<file path="src/dual_byte_timer_params.svh">
`ifndef DUAL_BYTE_TIMER_PARAMS_SVH
`define DUAL_BYTE_TIMER_PARAMS_SVH

// Register indices; the APB byte address is four times the index
`define IDX_TIMER_CONTROL    16'hFE10
`define IDX_PRESCALER_MATCH  16'hFE11
`define IDX_LOW_COUNT        16'hFE12
`define IDX_HIGH_COUNT       16'hFE13
`define IDX_LOW_MATCH_VALUE  16'hFE14
`define IDX_HIGH_MATCH_VALUE 16'hFE15
`define IDX_LOW_CAPTURE_A    16'hFE16
`define IDX_HIGH_CAPTURE_A   16'hFE17
`define IDX_LOW_CAPTURE_B    16'hFE1E
`define IDX_HIGH_CAPTURE_B   16'hFE1F

// Control register field positions
`define CTL_HIGH_RUN_BIT       7
`define CTL_LOW_RUN_BIT        6
`define CTL_JOINED_BIT         5
`define CTL_LOW_EXT_BIT        4
`define CTL_HIGH_FLAG_BIT      3
`define CTL_HIGH_IE_BIT        2
`define CTL_LOW_FLAG_BIT       1
`define CTL_LOW_IE_BIT         0

// Reset values
`define RST_TIMER_CONTROL      8'h00
`define RST_PRESCALER_MATCH    8'h00
`define RST_COUNT              8'h00
`define RST_MATCH_VALUE        8'h00
`define RST_CAPTURE            8'h00

`endif

</file>
<file path="src/dual_byte_timer_pkg.sv">
package dual_byte_timer_pkg;

  typedef struct packed {
    logic high_run;
    logic low_run;
    logic joined_length_select;
    logic low_external_clock_select;
    logic high_match_flag;
    logic high_irq_enable;
    logic low_match_flag;
    logic low_irq_enable;
  } timer_control_t;

  // Single-cycle detection pulses from the external edge detectors
  typedef struct packed {
    logic low_capture_input;
    logic low_capture_input_b;
    logic high_capture_input;
    logic high_capture_input_b;
  } capture_pulses_t;

endpackage

</file>
<file path="src/dual_byte_timer.sv">
// Summary of operation
// - Dual byte mode: both bytes share prescaler
// - Byte period is (match+1) times (prescaler+1)
// - Low capture pulse copies low byte
// - Low capture b pulse copies low byte
// - High capture pulse copies high byte
// - High capture b pulse copies high byte
// - Mixed mode: low byte counts external events
// - Low event period is match plus one events
// - Joined timer mode: 16-bit prescaled timer
// - Joined period is (match16+1) times (prescaler+1)
// - Joined event mode counts external events
// - Joined: high capture copies both bytes
// - Joined: high capture b copies both
// - Interrupt per period when enabled
// - Bit 5 joins bytes, bit 4 selects events
// - Run bit clear holds counter at zero
// - Compare buffer reloads when stopped or matched
// - Match flag sticky, cleared by software write
`include "dual_byte_timer_params.svh"
`timescale 1ns/1ps
`default_nettype none

module dual_byte_timer
  import dual_byte_timer_pkg::*;
(
  input  wire logic            pclk,
  input  wire logic            presetn,
  input  wire logic            psel,
  input  wire logic            penable,
  input  wire logic            pwrite,
  input  wire logic [31:0]     paddr,
  input  wire logic [31:0]     pwdata,
  output logic      [31:0]     prdata,
  output logic                 pready,
  output logic                 pslverr,
  input  wire logic            event_count_input,
  input  wire capture_pulses_t capture_pulses,
  output logic                 prescaler_tick,
  output logic                 low_irq,
  output logic                 high_irq
);

  timer_control_t ctl_r;
  logic [7:0]     prescaler_match_r;
  logic [7:0]     low_match_value_r;
  logic [7:0]     high_match_value_r;
  logic [7:0]     pre_cnt_r;
  logic [7:0]     low_counter_r;
  logic [7:0]     high_counter_r;
  logic [7:0]     low_buf_r;
  logic [7:0]     high_buf_r;
  logic [7:0]     low_capture_a_r;
  logic [7:0]     high_capture_a_r;
  logic [7:0]     low_capture_b_r;
  logic [7:0]     high_capture_b_r;
  logic [31:0]    prdata_r;

  logic           setup;
  logic           wr;
  logic           hit_ctl;
  logic           hit_prr;
  logic           hit_low_cnt;
  logic           hit_high_cnt;
  logic           hit_lmv;
  logic           hit_hmv;
  logic           hit_lca;
  logic           hit_hca;
  logic           hit_lcb;
  logic           hit_hcb;
  logic           hit_any;
  logic           pre_match;
  logic           low_inc;
  logic           joined_run;
  logic           joined_match;
  logic           low_match;
  logic           high_match;
  logic           low_step;
  logic           high_step;
  logic           cap_la_ev;
  logic           cap_ha_ev;
  logic           cap_lb_ev;
  logic           cap_hb_ev;
  logic [7:0]     ctl_nxt;

  function automatic logic addr_hit(input logic [31:0] a, input logic [15:0] idx);
    addr_hit = (a[1:0] == 2'h0) && (a[31:2] == {14'h0000, idx});
  endfunction

  // APB decode; the slave never inserts wait states
  assign setup        = psel & ~penable;
  assign wr           = psel & penable & pwrite;
  assign hit_ctl      = addr_hit(paddr, `IDX_TIMER_CONTROL);
  assign hit_prr      = addr_hit(paddr, `IDX_PRESCALER_MATCH);
  assign hit_low_cnt  = addr_hit(paddr, `IDX_LOW_COUNT);
  assign hit_high_cnt = addr_hit(paddr, `IDX_HIGH_COUNT);
  assign hit_lmv      = addr_hit(paddr, `IDX_LOW_MATCH_VALUE);
  assign hit_hmv      = addr_hit(paddr, `IDX_HIGH_MATCH_VALUE);
  assign hit_lca      = addr_hit(paddr, `IDX_LOW_CAPTURE_A);
  assign hit_hca      = addr_hit(paddr, `IDX_HIGH_CAPTURE_A);
  assign hit_lcb      = addr_hit(paddr, `IDX_LOW_CAPTURE_B);
  assign hit_hcb      = addr_hit(paddr, `IDX_HIGH_CAPTURE_B);
  assign hit_any      = hit_ctl | hit_prr | hit_low_cnt | hit_high_cnt | hit_lmv | hit_hmv |
                        hit_lca | hit_hca | hit_lcb | hit_hcb;

  assign pready  = 1'b1;
  assign pslverr = psel & penable & ~hit_any;
  assign prdata  = prdata_r;

  // Read data is sampled in the setup cycle so it comes from a flip-flop
  always_ff @(posedge pclk or negedge presetn) begin
    if (!presetn) begin
      prdata_r <= 32'h00000000;
    end else if (setup && !pwrite) begin
      prdata_r <= 32'h00000000;
      if (hit_ctl) begin
        prdata_r[7:0] <= ctl_r;
      end else if (hit_prr) begin
        prdata_r[7:0] <= prescaler_match_r;
      end else if (hit_low_cnt) begin
        prdata_r[7:0] <= low_counter_r;
      end else if (hit_high_cnt) begin
        prdata_r[7:0] <= high_counter_r;
      end else if (hit_lmv) begin
        prdata_r[7:0] <= low_match_value_r;
      end else if (hit_hmv) begin
        prdata_r[7:0] <= high_match_value_r;
      end else if (hit_lca) begin
        prdata_r[7:0] <= low_capture_a_r;
      end else if (hit_hca) begin
        prdata_r[7:0] <= high_capture_a_r;
      end else if (hit_lcb) begin
        prdata_r[7:0] <= low_capture_b_r;
      end else if (hit_hcb) begin
        prdata_r[7:0] <= high_capture_b_r;
      end
    end
  end

  // Match flags: a hardware set in the same cycle as a clearing write wins
  always_comb begin
    ctl_nxt = ctl_r;
    if (wr && hit_ctl) begin
      ctl_nxt = pwdata[7:0];
    end
    if (high_match) begin
      ctl_nxt[`CTL_HIGH_FLAG_BIT] = 1'b1;
    end
    if (low_match) begin
      ctl_nxt[`CTL_LOW_FLAG_BIT] = 1'b1;
    end
  end

  always_ff @(posedge pclk or negedge presetn) begin
    if (!presetn) begin
      ctl_r <= `RST_TIMER_CONTROL;
    end else begin
      ctl_r <= ctl_nxt;
    end
  end

  always_ff @(posedge pclk or negedge presetn) begin
    if (!presetn) begin
      prescaler_match_r  <= `RST_PRESCALER_MATCH;
      low_match_value_r  <= `RST_MATCH_VALUE;
      high_match_value_r <= `RST_MATCH_VALUE;
    end else if (wr) begin
      if (hit_prr) begin
        prescaler_match_r <= pwdata[7:0];
      end
      if (hit_lmv) begin
        low_match_value_r <= pwdata[7:0];
      end
      if (hit_hmv) begin
        high_match_value_r <= pwdata[7:0];
      end
    end
  end

  // Prescaler: period of match value plus one cycle clocks
  assign pre_match      = (pre_cnt_r == prescaler_match_r);
  assign prescaler_tick = pre_match;

  always_ff @(posedge pclk or negedge presetn) begin
    if (!presetn) begin
      pre_cnt_r <= 8'h00;
    end else if (pre_match || (wr && hit_prr)) begin
      pre_cnt_r <= 8'h00;
    end else begin
      pre_cnt_r <= pre_cnt_r + 8'h01;
    end
  end

  // Low byte clock: prescaler or external event pulses
  assign low_inc = ctl_r.low_external_clock_select ? event_count_input : pre_match;

  // Joined counter needs both run bits so the two halves never drift apart
  assign joined_run   = ctl_r.low_run & ctl_r.high_run;
  assign joined_match = joined_run & low_inc &
                        ({high_counter_r, low_counter_r} == {high_buf_r, low_buf_r});

  always_comb begin
    if (ctl_r.joined_length_select) begin
      low_match  = joined_match;
      high_match = joined_match;
      low_step   = joined_run & low_inc;
      high_step  = joined_run & low_inc & (low_counter_r == 8'hFF);
    end else begin
      low_match  = ctl_r.low_run & low_inc & (low_counter_r == low_buf_r);
      high_match = ctl_r.high_run & pre_match & (high_counter_r == high_buf_r);
      low_step   = ctl_r.low_run & low_inc;
      high_step  = ctl_r.high_run & pre_match;
    end
  end

  always_ff @(posedge pclk or negedge presetn) begin
    if (!presetn) begin
      low_counter_r <= `RST_COUNT;
    end else if (!ctl_r.low_run) begin
      low_counter_r <= 8'h00;
    end else if (low_match) begin
      low_counter_r <= 8'h00;
    end else if (low_step) begin
      low_counter_r <= low_counter_r + 8'h01;
    end
  end

  always_ff @(posedge pclk or negedge presetn) begin
    if (!presetn) begin
      high_counter_r <= `RST_COUNT;
    end else if (!ctl_r.high_run) begin
      high_counter_r <= 8'h00;
    end else if (high_match) begin
      high_counter_r <= 8'h00;
    end else if (high_step) begin
      high_counter_r <= high_counter_r + 8'h01;
    end
  end

  // Compare buffers: a new match value takes effect at a period boundary, or at once while the run bit is clear
  always_ff @(posedge pclk or negedge presetn) begin
    if (!presetn) begin
      low_buf_r  <= `RST_MATCH_VALUE;
      high_buf_r <= `RST_MATCH_VALUE;
    end else begin
      if (!ctl_r.low_run || low_match) begin
        low_buf_r <= low_match_value_r;
      end
      if (!ctl_r.high_run || high_match) begin
        high_buf_r <= high_match_value_r;
      end
    end
  end

  // Capture routing; in joined modes the high sources capture both bytes
  always_comb begin
    if (ctl_r.joined_length_select) begin
      cap_la_ev = capture_pulses.high_capture_input;
      cap_ha_ev = capture_pulses.high_capture_input;
      cap_lb_ev = capture_pulses.high_capture_input_b;
      cap_hb_ev = capture_pulses.high_capture_input_b;
    end else begin
      cap_la_ev = capture_pulses.low_capture_input;
      cap_ha_ev = capture_pulses.high_capture_input;
      cap_lb_ev = capture_pulses.low_capture_input_b;
      cap_hb_ev = capture_pulses.high_capture_input_b;
    end
  end

  always_ff @(posedge pclk or negedge presetn) begin
    if (!presetn) begin
      low_capture_a_r  <= `RST_CAPTURE;
      high_capture_a_r <= `RST_CAPTURE;
      low_capture_b_r  <= `RST_CAPTURE;
      high_capture_b_r <= `RST_CAPTURE;
    end else begin
      if (cap_la_ev) begin
        low_capture_a_r <= low_counter_r;
      end
      if (cap_ha_ev) begin
        high_capture_a_r <= high_counter_r;
      end
      if (cap_lb_ev) begin
        low_capture_b_r <= low_counter_r;
      end
      if (cap_hb_ev) begin
        high_capture_b_r <= high_counter_r;
      end
    end
  end

  // Request stays high until software clears the flag or the enable
  assign low_irq  = ctl_r.low_match_flag & ctl_r.low_irq_enable;
  assign high_irq = ctl_r.high_match_flag & ctl_r.high_irq_enable;

endmodule

`default_nettype wire

</file>
<file path="config.mk">
export PLATFORM = sky130hd
export DESIGN_NAME = dual_byte_timer
export DESIGN_NICKNAME = d
export VERILOG_FILES = /design/src/dual_byte_timer_pkg.sv /design/src/dual_byte_timer.sv
export VERILOG_INCLUDE_DIRS = /design/src
export SDC_FILE = /design/constraint.sdc
export NUM_CORES = 1
export LEC_CHECK = 0
export CORE_MARGIN = 10
export CORE_UTILIZATION = 39
export CTS_CLUSTER_DIAMETER = 50
export DETAILED_ROUTE_END_ITERATION = 8
export DONT_BUFFER_PORTS = 1
export PLACE_DENSITY_LB_ADDON = 0.12
export SETUP_SLACK_MARGIN = 0.1
export SKIP_CTS_REPAIR_TIMING = 1
export SLEW_MARGIN = 40
export SYNTH_ARGS = -nofsm -noshare
export SYNTH_HDL_FRONTEND = slang
export SYNTH_SLANG_ARGS = --single-unit
</file>
<file path="constraint.sdc">
create_clock -name pclk -period 3.2 [get_ports pclk]
set_input_delay 0.32 -clock pclk [delete_from_list [all_inputs] [get_ports pclk]]
set_output_delay 0.32 -clock pclk [all_outputs]
set_load 0.01 [all_outputs]
</file>
==> impl_table.tex <==
\begin{tabular}{lr}
\hline
Metric & Value \\
\hline
\multicolumn{2}{l}{\textbf{Worst setup path}} \\
\quad Required arrival time at the worst endpoint & 3490 ps \\
\quad R2r endpoint & low\_counter\_r[5] \\
\quad Setup slack of the worst register-to-register path & 650 ps \\
\quad Data arrival at the endpoint of the critical path & 2840 ps \\
\quad Logic depth of the worst register-to-register path & 6 \\
\quad Critical setup path kind & flip-flop to flip-flop \\
\quad Crit start category & flip-flop \\
\quad Start of the worst register-to-register path & prescaler\_match\_r[2] \\
\quad Largest fanout on the critical path & 8 \\
\quad Category of the worst setup path capture point & flip-flop \\
\multicolumn{2}{l}{\textbf{STA}} \\
\quad Unrepaired setup endpoints after global routing & no \\
\quad Worst-case clock skew & 10.12 ps \\
\quad Headroom to the max-slew limit & 0.5432 \\
\quad Hold violation count in the final report & 0 \\
\quad Final worst path period share & 0.7976 \\
\quad Final setup violation count & 0 \\
\quad Final-layout worst hold slack & 59.11 ps \\
\quad Final slew viol count & 0 \\
\quad Fmax & 391.8 MHz \\
\quad Setup TNS & 0 ps \\
\quad Slew at the pin closest to its max-slew limit & 680.1 ps \\
\quad Minimum clock period & 2552 ps \\
\multicolumn{2}{l}{\textbf{Logic synthesis}} \\
\quad Synth Area per Inst & 10.59 sq um \\
\quad Number of register bits inferred by synthesis & 112 \\
\quad Count of flip-flops with a built-in enable after synthesis & 0 \\
\quad Largest family of logic cells by synthesized area & multiplexers \\
\quad Dominant register cell in the synthesized netlist & dfrtp\_1 \\
\quad Xor and xnor fraction of the mapped netlist area & 0.05303 \\
\quad Adder and majority cell fraction of the synthesized area & 0.006143 \\
\quad Post-synthesis async set-or-reset flop share & 1.000 \\
\quad Post-synthesis cell area & 6111 sq um \\
\quad Multiplexer area fraction after synthesis & 0.1685 \\
\quad Number of distinct library cells after synthesis & 62 \\
\quad Basic-gate share of the synthesized area counting and, or, nand and nor cells & 0.1439 \\
\quad Syn. warnings & 0 \\
\quad Fraction of the yosys area taken by sequential cells & 0.4586 \\
\quad Synth Instances & 577 \\
\quad Compound-Gate Fraction of Synth Area & 0.1091 \\
\multicolumn{2}{l}{\textbf{Floorplanning}} \\
\quad Core Region & 15260 sq um \\
\quad Starting Density & 0.4005 \\
\quad I/O pins & 111 \\
\quad Full die area & 21080 sq um \\
\quad Height of the die & 145.2 um \\
\quad Site row count & 45 \\
\quad Die width & 145.2 um \\
\multicolumn{2}{l}{\textbf{Power and ir drop}} \\
\quad Worst supply voltage drop on vdd & 0.2209 mV \\
\quad Overall power consumption & 0.002687 W \\
\quad Leak Pwr & 2.947 nW \\
\quad Pwr Density & 407.5 nW/um\^{}2 \\
\multicolumn{2}{l}{\textbf{Drt}} \\
\quad Detail Route Antenna Nets & 0 \\
\quad Drt initial violations & 323 \\
\quad Wire per inst & 22.05 um \\
\quad DRC violation count after routing & 0 \\
\quad Vias after detailed routing & 4435 \\
\quad Drt pass-1 iters & 5 \\
\quad Number of vias per cell & 5.635 \\
\quad Wire length after detailed routing & 17.35 mm \\
\multicolumn{2}{l}{\textbf{Clock tree}} \\
\quad Clock input transition at the sequential cells of the worst setup and hold paths & 80 ps \\
\quad Clk sink count & 112 \\
\quad Total number of H-tree levels & 3 \\
\quad Clock network latency to the later pin of the worst-skew pair & 360 ps \\
\quad Maximum buffer depth of the clock tree & 2 \\
\quad Clock root buffer & clkbuf\_16 \\
\quad Clock tree from TritonCTS & built \\
\quad Number of CTS-inserted buffers & 9 \\
\multicolumn{2}{l}{\textbf{Worst hold path}} \\
\quad Origin of the worst min-delay path & capture\_pulses[0] \\
\quad Hold WC Path Type & primary input to flip-flop \\
\quad Depth of the worst hold-timing path & 1 \\
\quad Hold Path Sink & high\_capture\_b\_r[6] \\
\multicolumn{2}{l}{\textbf{Place}} \\
\quad GPL Wtd Cong & 0.9170 \\
\quad Number of port buffers & 0 \\
\quad Detailed-placement wirelength estimate & 12.86 mm \\
\multicolumn{2}{l}{\textbf{Flow run}} \\
\quad Number of max-cap violations & 0 \\
\multicolumn{2}{l}{\textbf{Cells and area}} \\
\quad Filler instances & 1467 \\
\quad Sequential cell area & 2803 sq um \\
\quad Syn-to-layout area delta & 7.924\% \\
\quad ANT cells & 0 \\
\quad Share of post-route cells with drive strength above 1 & 0.2205 \\
\quad Final \#Nets & 648 \\
\quad Multi-input gate area & 3044 sq um \\
\multicolumn{2}{l}{\textbf{Global route}} \\
\quad Number of global-route vias before repair & 4358 \\
\quad Maximum number of pins on one net before global-route repair & 113 \\
\quad Global route overflow & 0 \\
\quad Global-route wire length before repair & 26.97 mm \\
\quad All-layer global routing usage & 0.1627 \\
\quad Number of antenna violations at the first check in global routing & 0 \\
\multicolumn{2}{l}{\textbf{Run status}} \\
\quad Status & finished, final reports clean \\
\hline
\end{tabular}
-- routing by layer --
layer,global-route usage,up-vias,part of all wire
li1,-,2028,-
met1,0.2067,2218,0.44
met2,0.2601,159,0.46
met3,0.05061,30,0.081
met4,0.04752,0,0.019
met5,0,-,0
-- state kept, by name (all words and copies together) (netlist names) --
signal	count
low_capture_a_r	8
high_buf_r	8
high_match_value_r	8
low_buf_r	8
high_capture_b_r	8
high_capture_a_r	8
low_capture_b_r	8
pre_cnt_r	8
low_match_value_r	8
high_counter_r	8
low_counter_r	8
ctl_r	8
prdata	8
prescaler_match_r	8
-- logic make-up after synthesis --
logic type / after synthesis
adder cells (fa/ha/maj): 3
AND/OR/NAND/NOR: 159
buffers and inverters: 70
other: 2
AO/OA/AOI/OAI: 103
flip-flops: 112
XOR/XNOR: 37
multiplexers: 91
-- worst max path at each step --
stage | start | end | slack [ps] | depth (start not counted)
4_1_cts | prescaler_match_r[2] | low_counter_r[5] | 680 | 6
2_1_floorplan | paddr[8] | ctl_r[0] | 760 | 5
6_report | prescaler_match_r[2] | low_counter_r[5] | 650 | 6
3_5_place_dp | paddr[8] | low_match_value_r[1] | 380 | 5
5_1_grt | prescaler_match_r[2] | high_buf_r[6] | 510 | 7
3_3_place_gp | paddr[8] | low_match_value_r[4] | 450 | 5
-- cell type report --
type                       count  share of cell area
clock inverter                 7            0.009106
sequential                   112              0.4250
inverter                      13            0.007399
timing repair buffer          17             0.02277
tap                          211             0.04003
clock buffer                   9             0.03415
multi-input combinational    418              0.4616
-- cells in the mapped netlist, types with 6 or more instances --
cell | instances | share of area
dfrtp_1 | 112 | 0.46
mux2_2 | 75 | 0.14
nor2_1 | 44 | 0.027
a21oi_1 | 29 | 0.024
nand2_1 | 28 | 0.017
buf_4 | 25 | 0.031
o21ai_0 | 22 | 0.018
clkbuf_1 | 21 | 0.013
xor2_1 | 20 | 0.029
nand3_1 | 17 | 0.014
xnor2_1 | 17 | 0.024
mux2i_1 | 14 | 0.023
inv_1 | 13 | 0.0080
nor4_1 | 10 | 0.010
nand4_1 | 8 | 0.0082
a31oi_1 | 7 | 0.0072
and3_1 | 6 | 0.0061
buf_1 | 6 | 0.0037
nor3_1 | 6 | 0.0049
o31ai_1 | 6 | 0.0074
-- where the power goes --
| part | internal (W) | total, W | switching [W] |
|---|---|---|---|
| combinational | 0.0000417 | 0.000128 | 0.0000865 |
| sequential | 0.00143 | 0.00144 | 0.0000187 |
| clock | 0.000548 | 0.00111 | 0.000567 |
-- per-stage QoR --
stage | util | area (sq um) | std cells | setup WS (ps)
global route | 0.4322 | 6595 | 787 | 512.1
CTS | 0.4298 | 6558 | 785 | 680.5
detailed placement | 0.4111 | 6272 | 769 | 381.3
finish | 0.4322 | 6595 | 787 | 647.7
floorplan | - | 6197 | 600 | 761.8
global placement | 0.4106 | 6265 | 769 | 446.6
-- critical path, cell delays in order, from the launching register on --
cell     delay, ps
dfrtp_1        470
xor2_1         190
nor4_1         490
a31o_2         310
nand3_1        270
or4_1          570
a21oi_1        160
-- cell usage in the layout (no fill, tap or decap), drive strengths merged, types with 13 or more instances in the layout --
cell type,instances
o21ai,24
mux2,75
nand3,19
nand2,28
conb,25
inv,19
buf,16
xnor2,17
nor4,13
dfrtp,112
xor2,20
mux2i,14
nor2,46
a21oi,29
No activity file was read; power rests on OpenSTA's default activity.
